===== src/design/fdc_pkg.sv =====
// Shared constants for the disk command engine and its host-side controller.
// Assumes a 100 MHz clock and up to four drives.
package fdc_pkg;
  // ----------------------------------------
  // Opcodes and lengths
  // ----------------------------------------
  localparam int NUM_DRIVES = 4;
  localparam logic [7:0] OP_SEEK = 8'h0F;
  localparam logic [7:0] OP_RECAL = 8'h07;
  localparam logic [7:0] OP_SENSE = 8'h08;
  localparam logic [7:0] OP_SPECIFY = 8'h03;
  localparam logic [4:0] OP_SCAN_LE = 5'h19;
  localparam logic [4:0] OP_SCAN_HE = 5'h1D;
  localparam logic [3:0] LEN_SCAN = 4'h9;
  localparam logic [3:0] LEN_SEEK = 4'h3;
  localparam logic [3:0] LEN_RECAL = 4'h2;
  localparam logic [3:0] LEN_SENSE = 4'h1;
  localparam logic [3:0] LEN_SPECIFY = 4'h3;
  localparam logic [2:0] RES_SCAN = 3'h7;
  localparam logic [2:0] RES_SENSE = 3'h2;
  localparam logic [2:0] RES_INVALID = 3'h1;
  // ----------------------------------------
  // Status bit positions
  // ----------------------------------------
  localparam int ST0_IC_HI = 7;
  localparam int ST0_IC_LO = 6;
  localparam int ST0_SE = 5;
  localparam int ST0_EC = 4;
  localparam int ST0_NR = 3;
  localparam int ST0_HD = 2;
  localparam int ST1_EN = 7;
  localparam int ST1_DE = 5;
  localparam int ST1_OR = 4;
  localparam int ST1_ND = 2;
  localparam int ST1_MA = 0;
  localparam int ST2_CM = 6;
  localparam int ST2_DD = 5;
  localparam int ST2_NC = 4;
  localparam int ST2_SH = 3;
  localparam int ST2_SN = 2;
  localparam int ST2_BC = 1;
  localparam int ST2_MD = 0;
  localparam logic [7:0] ST0_INVALID = 8'h80;
  localparam logic [7:0] BAD_CYL = 8'hFF;
  // ----------------------------------------
  // Disk fault vector from the data separator
  // ----------------------------------------
  localparam int FAULT_W = 9;
  localparam int F_ID_MISSING = 0;
  localparam int F_CYL = 1;
  localparam int F_HSN = 2;
  localparam int F_ID_CRC = 3;
  localparam int F_DAM_MISSING = 4;
  localparam int F_DELETED = 5;
  localparam int F_DATA_CRC = 6;
  localparam int F_FAULT = 7;
  localparam int F_INCOMPLETE = 8;
  // ----------------------------------------
  // Timing
  // ----------------------------------------
  localparam int CLK_MHZ = 100;
  localparam int STEP_UNIT_US = 1000;
  localparam int STEP_UNIT_CYCLES = STEP_UNIT_US * CLK_MHZ;
  localparam logic [4:0] SRT_SPAN = 5'h10;
  localparam logic [7:0] MAX_RECAL_STEPS = 8'hFF;
  localparam logic [3:0] SRT_RESET = 4'h0;
  // ----------------------------------------
  // Host-side register map
  // ----------------------------------------
  localparam logic [1:0] ADDR_DATA = 2'h0;
  localparam logic [1:0] ADDR_STATUS = 2'h1;
  localparam int HS_BUSY = 0;
  localparam int HS_RES = 1;
  localparam int HS_INT = 2;
  localparam int HS_REFUSED = 3;
  localparam int HS_SEEKING = 4;

  typedef enum logic [1:0] {PH_CMD = 2'b00, PH_EXEC = 2'b01, PH_RESULT = 2'b10} phase_t;

  function automatic logic [3:0] cmd_len(input logic [7:0] op);
    logic [3:0] n;
    n = 4'h0;
    if (op[4:0] == OP_SCAN_LE || op[4:0] == OP_SCAN_HE)
      n = LEN_SCAN;
    else if (op == OP_SEEK)
      n = LEN_SEEK;
    else if (op == OP_RECAL)
      n = LEN_RECAL;
    else if (op == OP_SENSE)
      n = LEN_SENSE;
    else if (op == OP_SPECIFY)
      n = LEN_SPECIFY;
    return n;
  endfunction

  function automatic logic is_scan(input logic [7:0] op);
    return op[4:0] == OP_SCAN_LE || op[4:0] == OP_SCAN_HE;
  endfunction
endpackage


===== src/design/fdc_link_if.sv =====
// Byte link between the host controller and the disk command engine.
// Both ends run on the same clock; the bench joins them.
`timescale 1ns/100ps
`default_nettype none
interface fdc_link_if;
  logic wr;
  logic [7:0] wdata;
  logic rd;
  logic [7:0] rdata;
  logic [7:0] rdata_next;
  logic res_avail;
  logic busy;
  logic int_req;
  logic seek_active;
  modport dev (input wr, wdata, rd,
    output rdata, rdata_next, res_avail, busy, int_req, seek_active);
  modport host (output wr, wdata, rd,
    input rdata, rdata_next, res_avail, busy, int_req, seek_active);
endinterface
`default_nettype wire


===== src/design/fdc_cmd_engine.sv =====
// Disk command engine: scan low/high, seek, recalibrate, sense interrupt, specify.
// Assumes the host end on the link and a data separator feeding disk bytes on clk.
// Functional notes
// [RULE_01] Low scan: disk byte must not exceed host
// [RULE_02] High scan: disk byte must not undercut host
// [RULE_03] Scan: nine command bytes, seven result bytes
// [RULE_04] Low scan flags: hit, none, miss; ready check
// [RULE_05] High scan flags: none, hit, miss; ready check
// [RULE_06] ID field errors map to status flags
// [RULE_07] Low scan data errors: fault, overrun, incomplete
// [RULE_08] High scan data errors: marks, crc, overrun
// [RULE_09] Seek: opcode, drive byte, target cylinder
// [RULE_10] Seek to present cylinder ends at once
// [RULE_11] Step outward and increment below target
// [RULE_12] Step inward and decrement above target
// [RULE_13] Seek status: seek end, or not ready
// [RULE_14] No automatic status after seek or recalibrate
// [RULE_15] Engine stays free while drives step
// [RULE_16] Scans refused while any drive steps
// [RULE_17] Recalibrate steps home, gives up after 255
// [RULE_18] Recalibrate status: end, not ready, equipment
// [RULE_19] Sense clears interrupt, returns status, cylinder
// [RULE_20] Interrupt code encoding in status zero
// [RULE_21] Sense without pending interrupt returns invalid
// [RULE_22] Returned cylinder belongs to reported drive
// [RULE_23] Step pacing from last programmed step rate
// [RULE_24] Interrupt request raised on seek completion
`timescale 1ns/100ps
`default_nettype none
module fdc_cmd_engine
  import fdc_pkg::*;
#(
  parameter int STEP_UNIT = STEP_UNIT_CYCLES
) (
  input wire logic clk,
  input wire logic rst,
  fdc_link_if.dev link,
  output logic [NUM_DRIVES-1:0] step,
  output logic [NUM_DRIVES-1:0] step_dir,
  input wire logic [NUM_DRIVES-1:0] home_track_input,
  input wire logic [NUM_DRIVES-1:0] drive_ready,
  output logic scan_active,
  input wire logic disk_valid,
  input wire logic [7:0] disk_byte,
  input wire logic disk_done,
  input wire logic [FAULT_W-1:0] disk_fault,
  input wire logic [7:0] disk_cyl
);
  // ----------------------------------------
  // State
  // ----------------------------------------
  logic [NUM_DRIVES-1:0] home_s1_reg, home_s2_reg, rdy_s1_reg, rdy_s2_reg;
  phase_t phase_reg;
  logic [7:0] cmd_buf [0:8];
  logic [3:0] cnt_reg, len_reg;
  logic [7:0] res_buf [0:6];
  logic [2:0] res_left_reg;
  logic [3:0] srt_reg;
  logic [31:0] div_reg;
  logic tick_reg;
  logic [7:0] pcn_reg [0:NUM_DRIVES-1];
  logic [7:0] ncn_reg [0:NUM_DRIVES-1];
  logic [4:0] wait_reg [0:NUM_DRIVES-1];
  logic [7:0] steps_reg [0:NUM_DRIVES-1];
  logic [7:0] pend_st0_reg [0:NUM_DRIVES-1];
  logic [NUM_DRIVES-1:0] seek_reg, recal_reg, pend_reg, step_reg, dir_reg;
  logic [7:0] host_byte_reg;
  logic host_full_reg, miss_reg, neq_reg, over_reg;
  logic busy_reg, int_reg, seeking_reg;
  // ----------------------------------------
  // Decode
  // ----------------------------------------
  logic [7:0] op;
  logic [3:0] need;
  logic take, last, refuse;
  logic seek_go, recal_go, sense_go, scan_go;
  logic [1:0] go_drv, sense_drv;
  logic sense_hit;
  logic [7:0] st0, st1, st2;

  // Pins cross into clk through two flops
  always_ff @(posedge clk)
  begin
    home_s1_reg <= home_track_input;
    home_s2_reg <= home_s1_reg;
    rdy_s1_reg <= drive_ready;
    rdy_s2_reg <= rdy_s1_reg;
  end

  always_comb
  begin
    op = (cnt_reg == 4'h0) ? link.wdata : cmd_buf[0];
    need = (cnt_reg == 4'h0) ? cmd_len(link.wdata) : len_reg;
    take = link.wr && phase_reg == PH_CMD;
    refuse = take && cnt_reg == 4'h0 && (need == 4'h0 || (is_scan(op) && seeking_reg)); // [RULE_16]
    last = take && !refuse && need == cnt_reg + 4'h1;
    seek_go = last && op == OP_SEEK; // [RULE_09]
    recal_go = last && op == OP_RECAL;
    sense_go = last && op == OP_SENSE;
    scan_go = last && is_scan(op); // [RULE_03]
    go_drv = recal_go ? link.wdata[1:0] : cmd_buf[1][1:0];
    sense_hit = 1'b0;
    sense_drv = 2'h0;
    for (int i = NUM_DRIVES - 1; i >= 0; i--)
      if (pend_reg[i])
      begin
        sense_hit = 1'b1;
        sense_drv = 2'(i);
      end
  end

  // Scan result bytes built from comparison flags and separator faults
  always_comb
  begin
    st0 = {6'h00, cmd_buf[1][1:0]};
    st1 = 8'h00;
    st2 = 8'h00;
    st0[ST0_HD] = cmd_buf[1][2];
    if (!rdy_s2_reg[cmd_buf[1][1:0]])
    begin
      st0[ST0_IC_LO] = 1'b1; // [RULE_04] [RULE_05]
      st0[ST0_NR] = 1'b1;
    end
    else
    begin
      st2[ST2_SN] = miss_reg; // [RULE_01] [RULE_02] [RULE_04] [RULE_05]
      st2[ST2_SH] = !miss_reg && !neq_reg;
      if (disk_fault[F_ID_MISSING])
        {st0[ST0_IC_LO], st1[ST1_MA]} = 2'b11; // [RULE_06]
      if (disk_fault[F_CYL])
      begin
        {st0[ST0_IC_LO], st1[ST1_ND]} = 2'b11; // [RULE_06]
        st2[ST2_BC] = disk_cyl == BAD_CYL;
        st2[ST2_NC] = disk_cyl != BAD_CYL;
      end
      if (disk_fault[F_HSN])
        {st0[ST0_IC_LO], st1[ST1_ND]} = 2'b11; // [RULE_06]
      if (disk_fault[F_ID_CRC])
        {st0[ST0_IC_LO], st1[ST1_DE]} = 2'b11; // [RULE_06]
      if (over_reg)
        {st0[ST0_IC_LO], st1[ST1_OR]} = 2'b11; // [RULE_07] [RULE_08]
      if (cmd_buf[0][4:0] == OP_SCAN_LE)
      begin
        if (disk_fault[F_FAULT])
          {st0[ST0_IC_LO], st1[ST1_DE]} = 2'b11; // [RULE_07]
        if (disk_fault[F_INCOMPLETE])
          {st0[ST0_IC_LO], st1[ST1_EN]} = 2'b11; // [RULE_07]
      end
      else
      begin
        if (disk_fault[F_DAM_MISSING])
          {st0[ST0_IC_LO], st1[ST1_MA], st2[ST2_MD]} = 3'b111; // [RULE_08]
        if (disk_fault[F_DELETED])
          st2[ST2_CM] = 1'b1; // [RULE_08]
        if (disk_fault[F_DATA_CRC])
          {st0[ST0_IC_LO], st1[ST1_DE], st2[ST2_DD]} = 3'b111; // [RULE_08]
      end
    end
  end

  // ----------------------------------------
  // Command, execution and result phases
  // ----------------------------------------
  always_ff @(posedge clk)
  begin
    if (rst)
    begin
      phase_reg <= PH_CMD;
      cnt_reg <= 4'h0;
      len_reg <= 4'h0;
      res_left_reg <= 3'h0;
      srt_reg <= SRT_RESET;
      for (int k = 0; k < 9; k++)
        cmd_buf[k] <= 8'h00;
      for (int k = 0; k < 7; k++)
        res_buf[k] <= 8'h00;
    end
    else if (take)
    begin
      cmd_buf[cnt_reg] <= link.wdata;
      cnt_reg <= (last || refuse) ? 4'h0 : cnt_reg + 4'h1;
      if (cnt_reg == 4'h0)
        len_reg <= need;
      if (refuse)
      begin
        res_buf[0] <= ST0_INVALID;
        res_left_reg <= RES_INVALID;
        phase_reg <= PH_RESULT;
      end
      else if (last && op == OP_SPECIFY)
        srt_reg <= cmd_buf[1][7:4]; // [RULE_23]
      else if (sense_go)
      begin
        // Sense returns status then cylinder; nothing pending gives one invalid byte
        res_buf[0] <= sense_hit ? pend_st0_reg[sense_drv] : ST0_INVALID; // [RULE_19] [RULE_21]
        res_buf[1] <= pcn_reg[sense_drv]; // [RULE_22]
        res_left_reg <= sense_hit ? RES_SENSE : RES_INVALID;
        phase_reg <= PH_RESULT;
      end
      else if (scan_go)
        phase_reg <= rdy_s2_reg[cmd_buf[1][1:0]] ? PH_EXEC : PH_RESULT;
      if (scan_go && !rdy_s2_reg[cmd_buf[1][1:0]])
      begin
        res_buf[0] <= st0; // [RULE_04] [RULE_05]
        res_buf[1] <= 8'h00;
        res_buf[2] <= 8'h00;
        for (int k = 0; k < 4; k++)
          res_buf[3 + k] <= cmd_buf[2 + k]; // [RULE_03]
        res_left_reg <= RES_SCAN;
      end
    end
    else if (phase_reg == PH_EXEC && disk_done)
    begin
      res_buf[0] <= st0; // [RULE_03]
      res_buf[1] <= st1;
      res_buf[2] <= st2;
      for (int k = 0; k < 4; k++)
        res_buf[3 + k] <= cmd_buf[2 + k];
      res_left_reg <= RES_SCAN;
      phase_reg <= PH_RESULT;
    end
    else if (phase_reg == PH_RESULT && link.rd)
    begin
      for (int k = 0; k < 6; k++)
        res_buf[k] <= res_buf[k + 1];
      res_left_reg <= res_left_reg - 3'h1;
      if (res_left_reg == 3'h1)
        phase_reg <= PH_CMD;
    end
  end

  // Scan comparison; a disk byte with no host byte waiting is an overrun
  always_ff @(posedge clk)
  begin
    if (rst || scan_go)
    begin
      host_full_reg <= 1'b0;
      host_byte_reg <= 8'h00;
      miss_reg <= 1'b0;
      neq_reg <= 1'b0;
      over_reg <= 1'b0;
    end
    else if (phase_reg == PH_EXEC)
    begin
      if (disk_valid)
      begin
        if (!host_full_reg)
          over_reg <= 1'b1; // [RULE_07] [RULE_08]
        else
        begin
          if (cmd_buf[0][4:0] == OP_SCAN_LE ? disk_byte > host_byte_reg
                                            : disk_byte < host_byte_reg)
            miss_reg <= 1'b1; // [RULE_01] [RULE_02]
          if (disk_byte != host_byte_reg)
            neq_reg <= 1'b1;
        end
        host_full_reg <= 1'b0;
      end
      if (link.wr)
      begin
        host_byte_reg <= link.wdata;
        host_full_reg <= 1'b1;
      end
    end
  end

  // ----------------------------------------
  // Step pacing
  // ----------------------------------------
  always_ff @(posedge clk)
  begin
    if (rst || div_reg == 32'(STEP_UNIT - 1))
      div_reg <= 32'h0;
    else
      div_reg <= div_reg + 32'h1;
    tick_reg <= !rst && div_reg == 32'(STEP_UNIT - 1);
  end

  // ----------------------------------------
  // Per-drive seek and recalibrate; every drive steps on its own
  // ----------------------------------------
  always_ff @(posedge clk)
  begin
    if (rst)
    begin
      seek_reg <= '0;
      recal_reg <= '0;
      pend_reg <= '0;
      step_reg <= '0;
      dir_reg <= '0;
      for (int i = 0; i < NUM_DRIVES; i++)
      begin
        pcn_reg[i] <= 8'h00;
        ncn_reg[i] <= 8'h00;
        wait_reg[i] <= 5'h00;
        steps_reg[i] <= 8'h00;
        pend_st0_reg[i] <= 8'h00;
      end
    end
    else
    begin
      step_reg <= '0;
      if (sense_go && sense_hit)
        pend_reg[sense_drv] <= 1'b0; // [RULE_19]
      for (int i = 0; i < NUM_DRIVES; i++)
      begin
        if ((seek_go || recal_go) && go_drv == 2'(i))
        begin
          steps_reg[i] <= 8'h00;
          wait_reg[i] <= 5'h00;
          if (seek_go)
            ncn_reg[i] <= link.wdata;
          if (!rdy_s2_reg[i])
          begin
            pend_st0_reg[i] <= 8'h68 | 8'(i); // [RULE_13] [RULE_18] [RULE_20]
            pend_reg[i] <= 1'b1; // [RULE_24]
          end
          else
          begin
            seek_reg[i] <= seek_go; // [RULE_15]
            recal_reg[i] <= recal_go; // [RULE_17]
          end
        end
        else if ((seek_reg[i] || recal_reg[i]) && tick_reg)
        begin
          if (wait_reg[i] != 5'h00)
            wait_reg[i] <= wait_reg[i] - 5'h01; // [RULE_23]
          else if (seek_reg[i] ? pcn_reg[i] == ncn_reg[i] : home_s2_reg[i])
          begin
            // Finished: status waits for sense, no automatic result
            seek_reg[i] <= 1'b0; // [RULE_10] [RULE_14]
            recal_reg[i] <= 1'b0;
            if (recal_reg[i])
              pcn_reg[i] <= 8'h00;
            pend_st0_reg[i] <= 8'h20 | 8'(i); // [RULE_13] [RULE_18]
            pend_reg[i] <= 1'b1; // [RULE_24]
          end
          else if (recal_reg[i] && steps_reg[i] == MAX_RECAL_STEPS)
          begin
            recal_reg[i] <= 1'b0; // [RULE_17]
            pend_st0_reg[i] <= 8'h70 | 8'(i); // [RULE_18] [RULE_20]
            pend_reg[i] <= 1'b1;
          end
          else
          begin
            step_reg[i] <= 1'b1;
            wait_reg[i] <= SRT_SPAN - {1'b0, srt_reg} - 5'h01; // [RULE_23]
            steps_reg[i] <= steps_reg[i] + 8'h01;
            dir_reg[i] <= seek_reg[i] && pcn_reg[i] < ncn_reg[i];
            if (seek_reg[i] && pcn_reg[i] < ncn_reg[i])
              pcn_reg[i] <= pcn_reg[i] + 8'h01; // [RULE_11]
            else if (seek_reg[i])
              pcn_reg[i] <= pcn_reg[i] - 8'h01; // [RULE_12]
          end
        end
      end
    end
  end

  // ----------------------------------------
  // Registered link status
  // ----------------------------------------
  always_ff @(posedge clk)
  begin
    busy_reg <= !rst && (phase_reg != PH_CMD || cnt_reg != 4'h0);
    int_reg <= !rst && |pend_reg; // [RULE_24]
    seeking_reg <= !rst && |(seek_reg | recal_reg); // [RULE_16]
  end

  assign link.rdata = res_buf[0];
  assign link.rdata_next = res_buf[1];
  // Phase codes keep result and exec each on one flop bit
  assign link.res_avail = phase_reg[1];
  assign link.busy = busy_reg;
  assign link.int_req = int_reg;
  assign link.seek_active = seeking_reg;
  assign step = step_reg;
  assign step_dir = dir_reg;
  assign scan_active = phase_reg[0];
endmodule // fdc_cmd_engine
`default_nettype wire


===== src/flat_wrapper.sv =====
// flat-port wrapper written by rule: the top's interface ports become plain ports
module fdc_cmd_engine_flat import fdc_pkg::*;
#(
  parameter int STEP_UNIT = STEP_UNIT_CYCLES
)
  (clk, rst, step, step_dir, home_track_input, drive_ready, scan_active, disk_valid, disk_byte, disk_done, disk_fault, disk_cyl, link_wr, link_wdata, link_rd, link_rdata, link_rdata_next, link_res_avail, link_busy, link_int_req, link_seek_active);
  fdc_link_if link_i ();
  input wire logic clk;
  input wire logic rst;
  output logic [NUM_DRIVES-1:0] step;
  output logic [NUM_DRIVES-1:0] step_dir;
  input wire logic [NUM_DRIVES-1:0] home_track_input;
  input wire logic [NUM_DRIVES-1:0] drive_ready;
  output logic scan_active;
  input wire logic disk_valid;
  input wire logic [7:0] disk_byte;
  input wire logic disk_done;
  input wire logic [FAULT_W-1:0] disk_fault;
  input wire logic [7:0] disk_cyl;
  input wire logic [$bits(link_i.wr)-1:0] link_wr;
  input wire logic [$bits(link_i.wdata)-1:0] link_wdata;
  input wire logic [$bits(link_i.rd)-1:0] link_rd;
  output wire logic [$bits(link_i.rdata)-1:0] link_rdata;
  output wire logic [$bits(link_i.rdata_next)-1:0] link_rdata_next;
  output wire logic [$bits(link_i.res_avail)-1:0] link_res_avail;
  output wire logic [$bits(link_i.busy)-1:0] link_busy;
  output wire logic [$bits(link_i.int_req)-1:0] link_int_req;
  output wire logic [$bits(link_i.seek_active)-1:0] link_seek_active;
  assign link_i.wr = link_wr;
  assign link_i.wdata = link_wdata;
  assign link_i.rd = link_rd;
  assign link_rdata = link_i.rdata;
  assign link_rdata_next = link_i.rdata_next;
  assign link_res_avail = link_i.res_avail;
  assign link_busy = link_i.busy;
  assign link_int_req = link_i.int_req;
  assign link_seek_active = link_i.seek_active;
  fdc_cmd_engine #(.STEP_UNIT(STEP_UNIT)) u_core (.clk(clk), .rst(rst), .link(link_i), .step(step), .step_dir(step_dir), .home_track_input(home_track_input), .drive_ready(drive_ready), .scan_active(scan_active), .disk_valid(disk_valid), .disk_byte(disk_byte), .disk_done(disk_done), .disk_fault(disk_fault), .disk_cyl(disk_cyl));
endmodule

===== config.mk =====
export PLATFORM = sky130hd
export DESIGN_NAME = fdc_cmd_engine_flat
export DESIGN_NICKNAME = d
export VERILOG_FILES = /design/src/design/fdc_pkg.sv /design/src/design/fdc_link_if.sv /design/src/design/fdc_cmd_engine.sv /design/src/flat_wrapper.sv
export SDC_FILE = /design/constraint.sdc
export NUM_CORES = 1
export LEC_CHECK = 0
export BUFFER_PORTS_ARGS = -buffer_cell sky130_fd_sc_hd__buf_4
export CAP_MARGIN = 10
export CELL_PAD_IN_SITES_DETAIL_PLACEMENT = 0
export CELL_PAD_IN_SITES_GLOBAL_PLACEMENT = 1
export CORE_MARGIN = 5
export CORE_UTILIZATION = 30
export CTS_CLUSTER_SIZE = 30
export DETAILED_ROUTE_END_ITERATION = 16
export GPL_ROUTABILITY_DRIVEN = 0
export PLACE_DENSITY_LB_ADDON = 0.1
export SLEW_MARGIN = 10
export SYNTH_ARGS = -nofsm -noshare
export SYNTH_HDL_FRONTEND = slang
export SYNTH_SLANG_ARGS = --single-unit

===== constraint.sdc =====
create_clock -name clk -period 3.52 [get_ports clk]
set_input_delay 0.352 -clock clk [delete_from_list [all_inputs] [get_ports clk]]
set_output_delay 0.352 -clock clk [all_outputs]
set_load 0.03 [all_outputs]

==> results.sh, run 1 <==
export IMPL_grt_first_pass_wirelength_um=80360
export IMPL_worst_endpoint_arrival_ns=3.54
export IMPL_maximum_number_of_pins_on_one_net_before_global_route_repair=45
export IMPL_yosys_register_bits=336
export IMPL_cts_sinks=336
export IMPL_rows=88
export IMPL_antenna_found_initial=3
export IMPL_dieArea_um2=62650
export IMPL_outcome="complete, no violations"
export IMPL_cellPowerDensity_nw_per_um2=485.4
export IMPL_initial_utilization=0.3014
export IMPL_netlist_cell_type_count=84
export IMPL_layout_drive_gt1_share=0.1411
export IMPL_worst_hold_path_type="input port to flip-flop"
export IMPL_diodes=0
export IMPL_core_area_um2=57480
export IMPL_numPortBuffers=75
export IMPL_post_drt_wl_per_cell_um=20.36
export IMPL_asyncSetResetFlopFracSynth=0
export IMPL_clock_tree_buffer_depth=3
export IMPL_critical_path_slowest_cell="or3b_4"
export IMPL_registers_with_the_most_flip_flops="u_core.res_buf x56, u_core.cmd_buf x47"
export IMPL_insertion_delay_to_the_later_sink_of_the_worst_skew_pair_ns=0.58
export IMPL_worstSetupStartpointType="flip-flop"
export IMPL_drtIter0Drc=725
export IMPL_worst_slew_slack_as_a_fraction_of_its_limit=0.3721
export IMPL_synth_yosys_warnings=0
export IMPL_cp_end_kind="flip-flop"
export IMPL_syn_cell_area_um2=17320
export IMPL_report_final_setup_viol=0
export IMPL_nNetsFinal=1906
export IMPL_totalNegativeSetupSlack_ns=0
export IMPL_clk_pin_slew_worst_paths_ns=0.06
export IMPL_top_level_ports=76
export IMPL_fill_cells=5856
export IMPL_post_synth_inst_count=1673
export IMPL_fp_dieH_um=250.3
export IMPL_drt_first_pass_iters=5
export IMPL_yosysSeqAreaShare=0.5224
export IMPL_holdWs_ns=0.09627
export IMPL_vias=13100
export IMPL_vias_in_the_first_global_route=13050
export IMPL_critical_path_max_stage_delay_ns=0.48
export IMPL_unrepaired_setup_endpoints_after_global_routing="false"
export IMPL_max_cap_violations=0
export IMPL_biggest_register="u_core.res_buf"
export IMPL_synthesis_nets=1783
export IMPL_layout_worst_path_cycle_share=0.9451
export IMPL_crit_required_ns=3.74
export IMPL_number_of_flops_mapped_to_enable_cells_by_yosys=232
export IMPL_yosys_most_used_dff="edfxtp_1"
export IMPL_finClkSkew_ns=0.02657
export IMPL_syn_mean_instance_area_um2=10.35
export IMPL_cp_max_fo=11
export IMPL_postRouteAntennaNets=0
export IMPL_number_of_flip_flops_in_the_largest_register=56
export IMPL_htree_num_levels=2
export IMPL_die_x_um=250.3
export IMPL_power_leakage_nw=7.910
export IMPL_final_max_slew_violation_count=0
export IMPL_hold_viol=0
export IMPL_ctsRootBufferMaster="clkbuf_16"
export IMPL_worst_slew_pin_slew_ns=0.9347
export IMPL_cts_made_buffers=42
export IMPL_sum_of_internal_switching_and_leakage_power_mw=9.965
export IMPL_worstPathCellList="inv_1, ha_1, or3b_4, a211oi_1, a221o_1, and3_1, nand2_1, buf_4, nor2_1, a21o_1"
export IMPL_cts_tree="built"
export IMPL_fmax_ghz=0.3006
export IMPL_drt_drc_violations_left=0
export IMPL_critPathKind="flip-flop to flip-flop"
export IMPL_drt_total_wl_um=52800
export IMPL_max_vdd_ir_drop_mv=0.3257
export IMPL_post_route_min_period_ns=3.327
export IMPL_globalRouteOverflowTotal=0
export IMPL_groute_usage_overall=0.1644
export IMPL_ratio_of_routed_vias_to_standard_cells=5.050
export IMPL_dp_hpwl_um=38590
export IMPL_area_delta_synth_final_pct=18.53
==> synth_stat cells, types with 17 or more instances <==
library cell    n  share of area
nand4_1        36          0.013
a21oi_1        48          0.014
nor2_1        170          0.037
ha_1           63          0.046
nand2_1       119          0.026
xnor2_1        40          0.020
a21o_1         19         0.0082
nor4_1         19         0.0069
mux2i_1        30          0.017
inv_1          91          0.020
xor2_1         40          0.020
dfxtp_1       104           0.12
nor3_1         47          0.014
and3_1         64          0.023
a22o_1         28          0.014
clkbuf_1       56          0.012
nor2b_1        31          0.011
nand3_1        76          0.022
o21ai_0        43          0.012
and2_1         50          0.018
o22ai_1        17         0.0061
edfxtp_1      232           0.40
==> cell type report <==
| type | instances | area [um^2] | area share |
|---|---|---|---|
| multi-input cells | 1168 | 7684 | 0.3742 |
| flip-flops and latches | 336 | 9049 | 0.4407 |
| repair buffers | 156 | 1204 | 0.05863 |
| well taps | 765 | 957.2 | 0.04662 |
| clock buffers | 62 | 1167 | 0.05686 |
| clock inverters | 15 | 125.1 | 0.006094 |
| inverters | 92 | 345.3 | 0.01682 |
==> metrics by stage <==
stage,std cells,instance area (um^2),util,setup slack [ns]
after floorplan,1673,17320,-,0.002786
after global routing,2594,20530,0.3572,0.02896
final,2594,20530,0.3572,0.1932
after CTS,2593,20490,0.3566,0.01877
after detailed placement,2507,19090,0.3322,-0.1582
after global placement,2507,19090,0.3322,-0.04403
==> path summary, 6_finish.rpt <==
kind                            slack (ns)                            from  depth (start not counted)                                  to
worst max-delay path                  0.19  u_core.cnt_reg[1]$_SDFFE_PP0P_                         10  u_core.ncn_reg[0][4]$_SDFFCE_PN0P_
worst min-delay path                   0.1                      disk_valid                          4   u_core.host_full_reg$_SDFFE_PP0P_
worst min register to register        0.33    u_core.rdy_s1_reg[0]$_DFF_P_                          0        u_core.rdy_s2_reg[0]$_DFF_P_
worst max register to register        0.19  u_core.cnt_reg[1]$_SDFFE_PP0P_                         10  u_core.ncn_reg[0][4]$_SDFFCE_PN0P_
==> power breakdown <==
group	switching, mW	total, mW	internal [mW]
registers	0.144	4.58	4.44
clock network	1.74	4.13	2.39
logic	0.804	1.26	0.454
==> worst max-delay path, delay by kind of cell, from the launching register on <==
family          cells  cell delay [ns]
simple gates        4             1.13
compound gates      3             0.90
flops               1             0.35
buf+inv             2             0.34
fa+ha+maj           1             0.23
==> logic make-up after synthesis <==
logic type	count (synthesis)	share of synthesized area
flip-flops	336	0.5224
adder cells (fa/ha/maj)	63	0.04551
XOR/XNOR	81	0.04182
AND/OR/NAND/NOR	711	0.2150
multiplexers	38	0.02319
buffers and inverters	169	0.03908
AO/OA/AOI/OAI	275	0.1130
==> cell usage in the layout, fill, tap and decap left out, types with 17 or more instances in the layout <==
cell,synthesis,routed
a21o_1,19,19
inv_1,91,91
clkbuf_16,0,43
and3_1,64,64
xor2_1,40,40
mux2i_1,30,30
clkbuf_1,56,17
o21ai_0,43,43
nand2_1,119,119
a21oi_1,48,47
buf_4,1,147
nor2_1,170,170
nand3_1,76,74
a22o_1,28,28
nor3_1,47,46
ha_1,63,63
nor2b_1,31,30
xnor2_1,40,40
dfxtp_1,104,104
nand4_1,36,36
and2_1,50,50
o22ai_1,17,17
edfxtp_1,232,232
==> metal layers <==
metal  track usage  wire, um
met1        0.2226     24140
met2        0.2756     25290
met3       0.02752      2157
met4       0.04117      1212
met5             0         0
==> what timing repair did <==
item / in CTS / in global routing
hold endpoints to repair: 8 / 0
setup buffers: 1 / 1
cloned: 0 / 0
resized for setup: 3 / 7
pin swaps: 1 / 1
hold buffers: 8 / 0
setup endpoints to repair: 77 / 203
No activity file was read; power rests on OpenSTA's default activity.
==> run 2, diff against run 1 <==
- REMOVE_ABC_BUFFERS: unset -> 1
==> results.sh, run 2 (same netlist as run 1, synthesis figures left out) <==
export IMPL_insertion_delay_to_the_later_sink_of_the_worst_skew_pair_ns=0.58
export IMPL_hold_path_depth=4
export IMPL_antenna_found_initial=0
export IMPL_worst_r2r_cell_count=11
export IMPL_ctsRootBufferMaster="clkbuf_16"
export IMPL_mostFrequentLayoutCells="edfxtp_1, nor2_1, buf_4"
export IMPL_post_route_min_period_ns=3.391
export IMPL_nNetsFinal=1902
export IMPL_critical_path_slowest_cell="a211oi_1"
export IMPL_critical_path_max_stage_delay_ns=0.56
export IMPL_drt_total_wl_um=51090
export IMPL_post_layout_nonfiller_instances=2592
export IMPL_design_area_um2=20590
export IMPL_biggest_register="u_core.res_buf"
export IMPL_area_delta_synth_final_pct=18.89
export IMPL_layout_cells_most_common="edfxtp_1"
export IMPL_ratio_of_routed_vias_to_standard_cells=5.014
export IMPL_drt_first_pass_iters=6
export IMPL_globalRouteOverflowTotal=0
export IMPL_number_of_flip_flops_in_the_largest_register=56
export IMPL_worst_slew_slack_as_a_fraction_of_its_limit=0.4014
export IMPL_numPortBuffers=75
export IMPL_dp_hpwl_um=37760
export IMPL_fp_dieH_um=250.3
export IMPL_finClkSkew_ns=0.03388
export IMPL_worstPathCellList="inv_1, ha_1, or3b_1, a211oi_1, a221o_1, and3_1, buf_4, a31oi_1, buf_4, a211oi_1, a221o_1"
export IMPL_cts_made_buffers=43
export IMPL_top_level_ports=76
export IMPL_hold_viol=0
export IMPL_critical_path_cell_count=11
export IMPL_detailed_place_area_um2=19050
export IMPL_final_max_slew_violation_count=0
export IMPL_die_x_um=250.3
export IMPL_clk_pin_slew_worst_paths_ns=0.05
export IMPL_totalNegativeSetupSlack_ns=0
export IMPL_layout_worst_path_cycle_share=0.9633
export IMPL_cp_max_fo=11
export IMPL_max_cap_violations=0
export IMPL_crit_required_ns=3.96
export IMPL_worst_endpoint_arrival_ns=3.83
export IMPL_power_leakage_nw=7.946
export IMPL_vias=13000
export IMPL_cp_num_buf_inv=3
export IMPL_maximum_number_of_pins_on_one_net_before_global_route_repair=49
export IMPL_vias_in_the_first_global_route=12920
export IMPL_drt_drc_violations_left=0
export IMPL_core_area_um2=57480
export IMPL_registers_with_the_most_flip_flops="u_core.res_buf x56, u_core.cmd_buf x47"
export IMPL_cts_sinks=336
export IMPL_fmax_ghz=0.2949
export IMPL_clock_tree_buffer_depth=3
export IMPL_grt_first_pass_wirelength_um=78920
export IMPL_cts_tree="built"
export IMPL_max_vdd_ir_drop_mv=0.3637
export IMPL_final_seq_area_um2=9050
export IMPL_cp_end_kind="flip-flop"
export IMPL_critPathKind="flip-flop to flip-flop"
export IMPL_placed_insts=2503
export IMPL_worst_slew_pin_slew_ns=0.8946
export IMPL_groute_usage_overall=0.1595
export IMPL_report_final_setup_viol=0
export IMPL_layout_drive_gt1_share=0.1418
export IMPL_worst_hold_path_type="input port to flip-flop"
export IMPL_htree_num_levels=2
export IMPL_worstSetupStartpointType="flip-flop"
export IMPL_outcome="complete, no violations"
export IMPL_multi_input_comb_area_um2=7665
export IMPL_rows=88
export IMPL_fill_cells=5892
export IMPL_initial_utilization=0.3014
export IMPL_post_drt_wl_per_cell_um=19.71
export IMPL_diodes=0
export IMPL_dieArea_um2=62650
export IMPL_cellPowerDensity_nw_per_um2=494.6
export IMPL_postRouteAntennaNets=0
export IMPL_holdWs_ns=0.1167
export IMPL_critPathTopFamily="compound AO/OA/AOI/OAI gates"
export IMPL_drtIter0Drc=940
==> run 2: final timing paths <==
| kind | from | end | slack, ns |
|---|---|---|---|
| setup / recovery | u_core.cnt_reg[0]$_SDFFE_PP0P_ | u_core.res_buf[0][12]$_DFFE_PP_ | 0.13 |
| hold / removal | disk_valid | u_core.host_full_reg$_SDFFE_PP0P_ | 0.12 |
| setup reg to reg | u_core.cnt_reg[0]$_SDFFE_PP0P_ | u_core.res_buf[0][12]$_DFFE_PP_ | 0.13 |
| hold reg to reg | u_core.rdy_s1_reg[1]$_DFF_P_ | u_core.rdy_s2_reg[1]$_DFF_P_ | 0.32 |
==> run 2: area by class of cell <==
cell class / count / share of cell area
Sequential cell: 336 / 0.4395
Multi-Input combinational cell: 1168 / 0.3722
Clock buffer: 56 / 0.05760
Timing Repair Buffer: 151 / 0.05602
Tap cell: 765 / 0.04648
Inverter: 92 / 0.01677
Clock inverter: 24 / 0.01148
==> run 2: worst reg2reg max path, delay by kind of cell (launching register included) <==
| kind | cells | cell delay [ns] |
|---|---|---|
| AO/OA/AOI/OAI | 5 | 1.41 |
| adder cells (fa/ha/maj) | 1 | 0.22 |
| buffers and inverters | 3 | 0.52 |
| flip-flops | 1 | 0.35 |
| AND/OR/NAND/NOR | 2 | 0.77 |
==> run 2: timing repair <==
action | 4_1_cts | 5_1_grt
gates resized for setup | 0 | 7
hold buffers | 8 | 0
setup buffers | 0 | 1
hold endpoints to repair | 8 | 0
setup endpoints to repair | 0 | 105
==> run 2: layer usage <==
layer	wire, um	GRT usage
met1	23990	0.2214
met5	0	0
met3	1973	0.02668
met2	24220	0.2648
met4	907	0.03243
==> run 2: per-stage QoR <==
stage	utilization	power, mW	worst slack [ns]
final	0.3583	10.19	0.1293
after global routing	0.3583	10.62	-0.008069
after CTS	0.3576	10.33	0.05341
after detailed placement	0.3315	5.854	0.05109
after global placement	0.3314	5.851	-0.3026
after floorplan	-	5.277	-0.3983
==> run 2: where the power goes <==
group,switching [mW],internal (mW),total (mW),leakage (nW)
clock,1.73,2.67,4.40,0.699
sequential,0.138,4.44,4.58,3.22
combinational,0.773,0.433,1.21,4.02
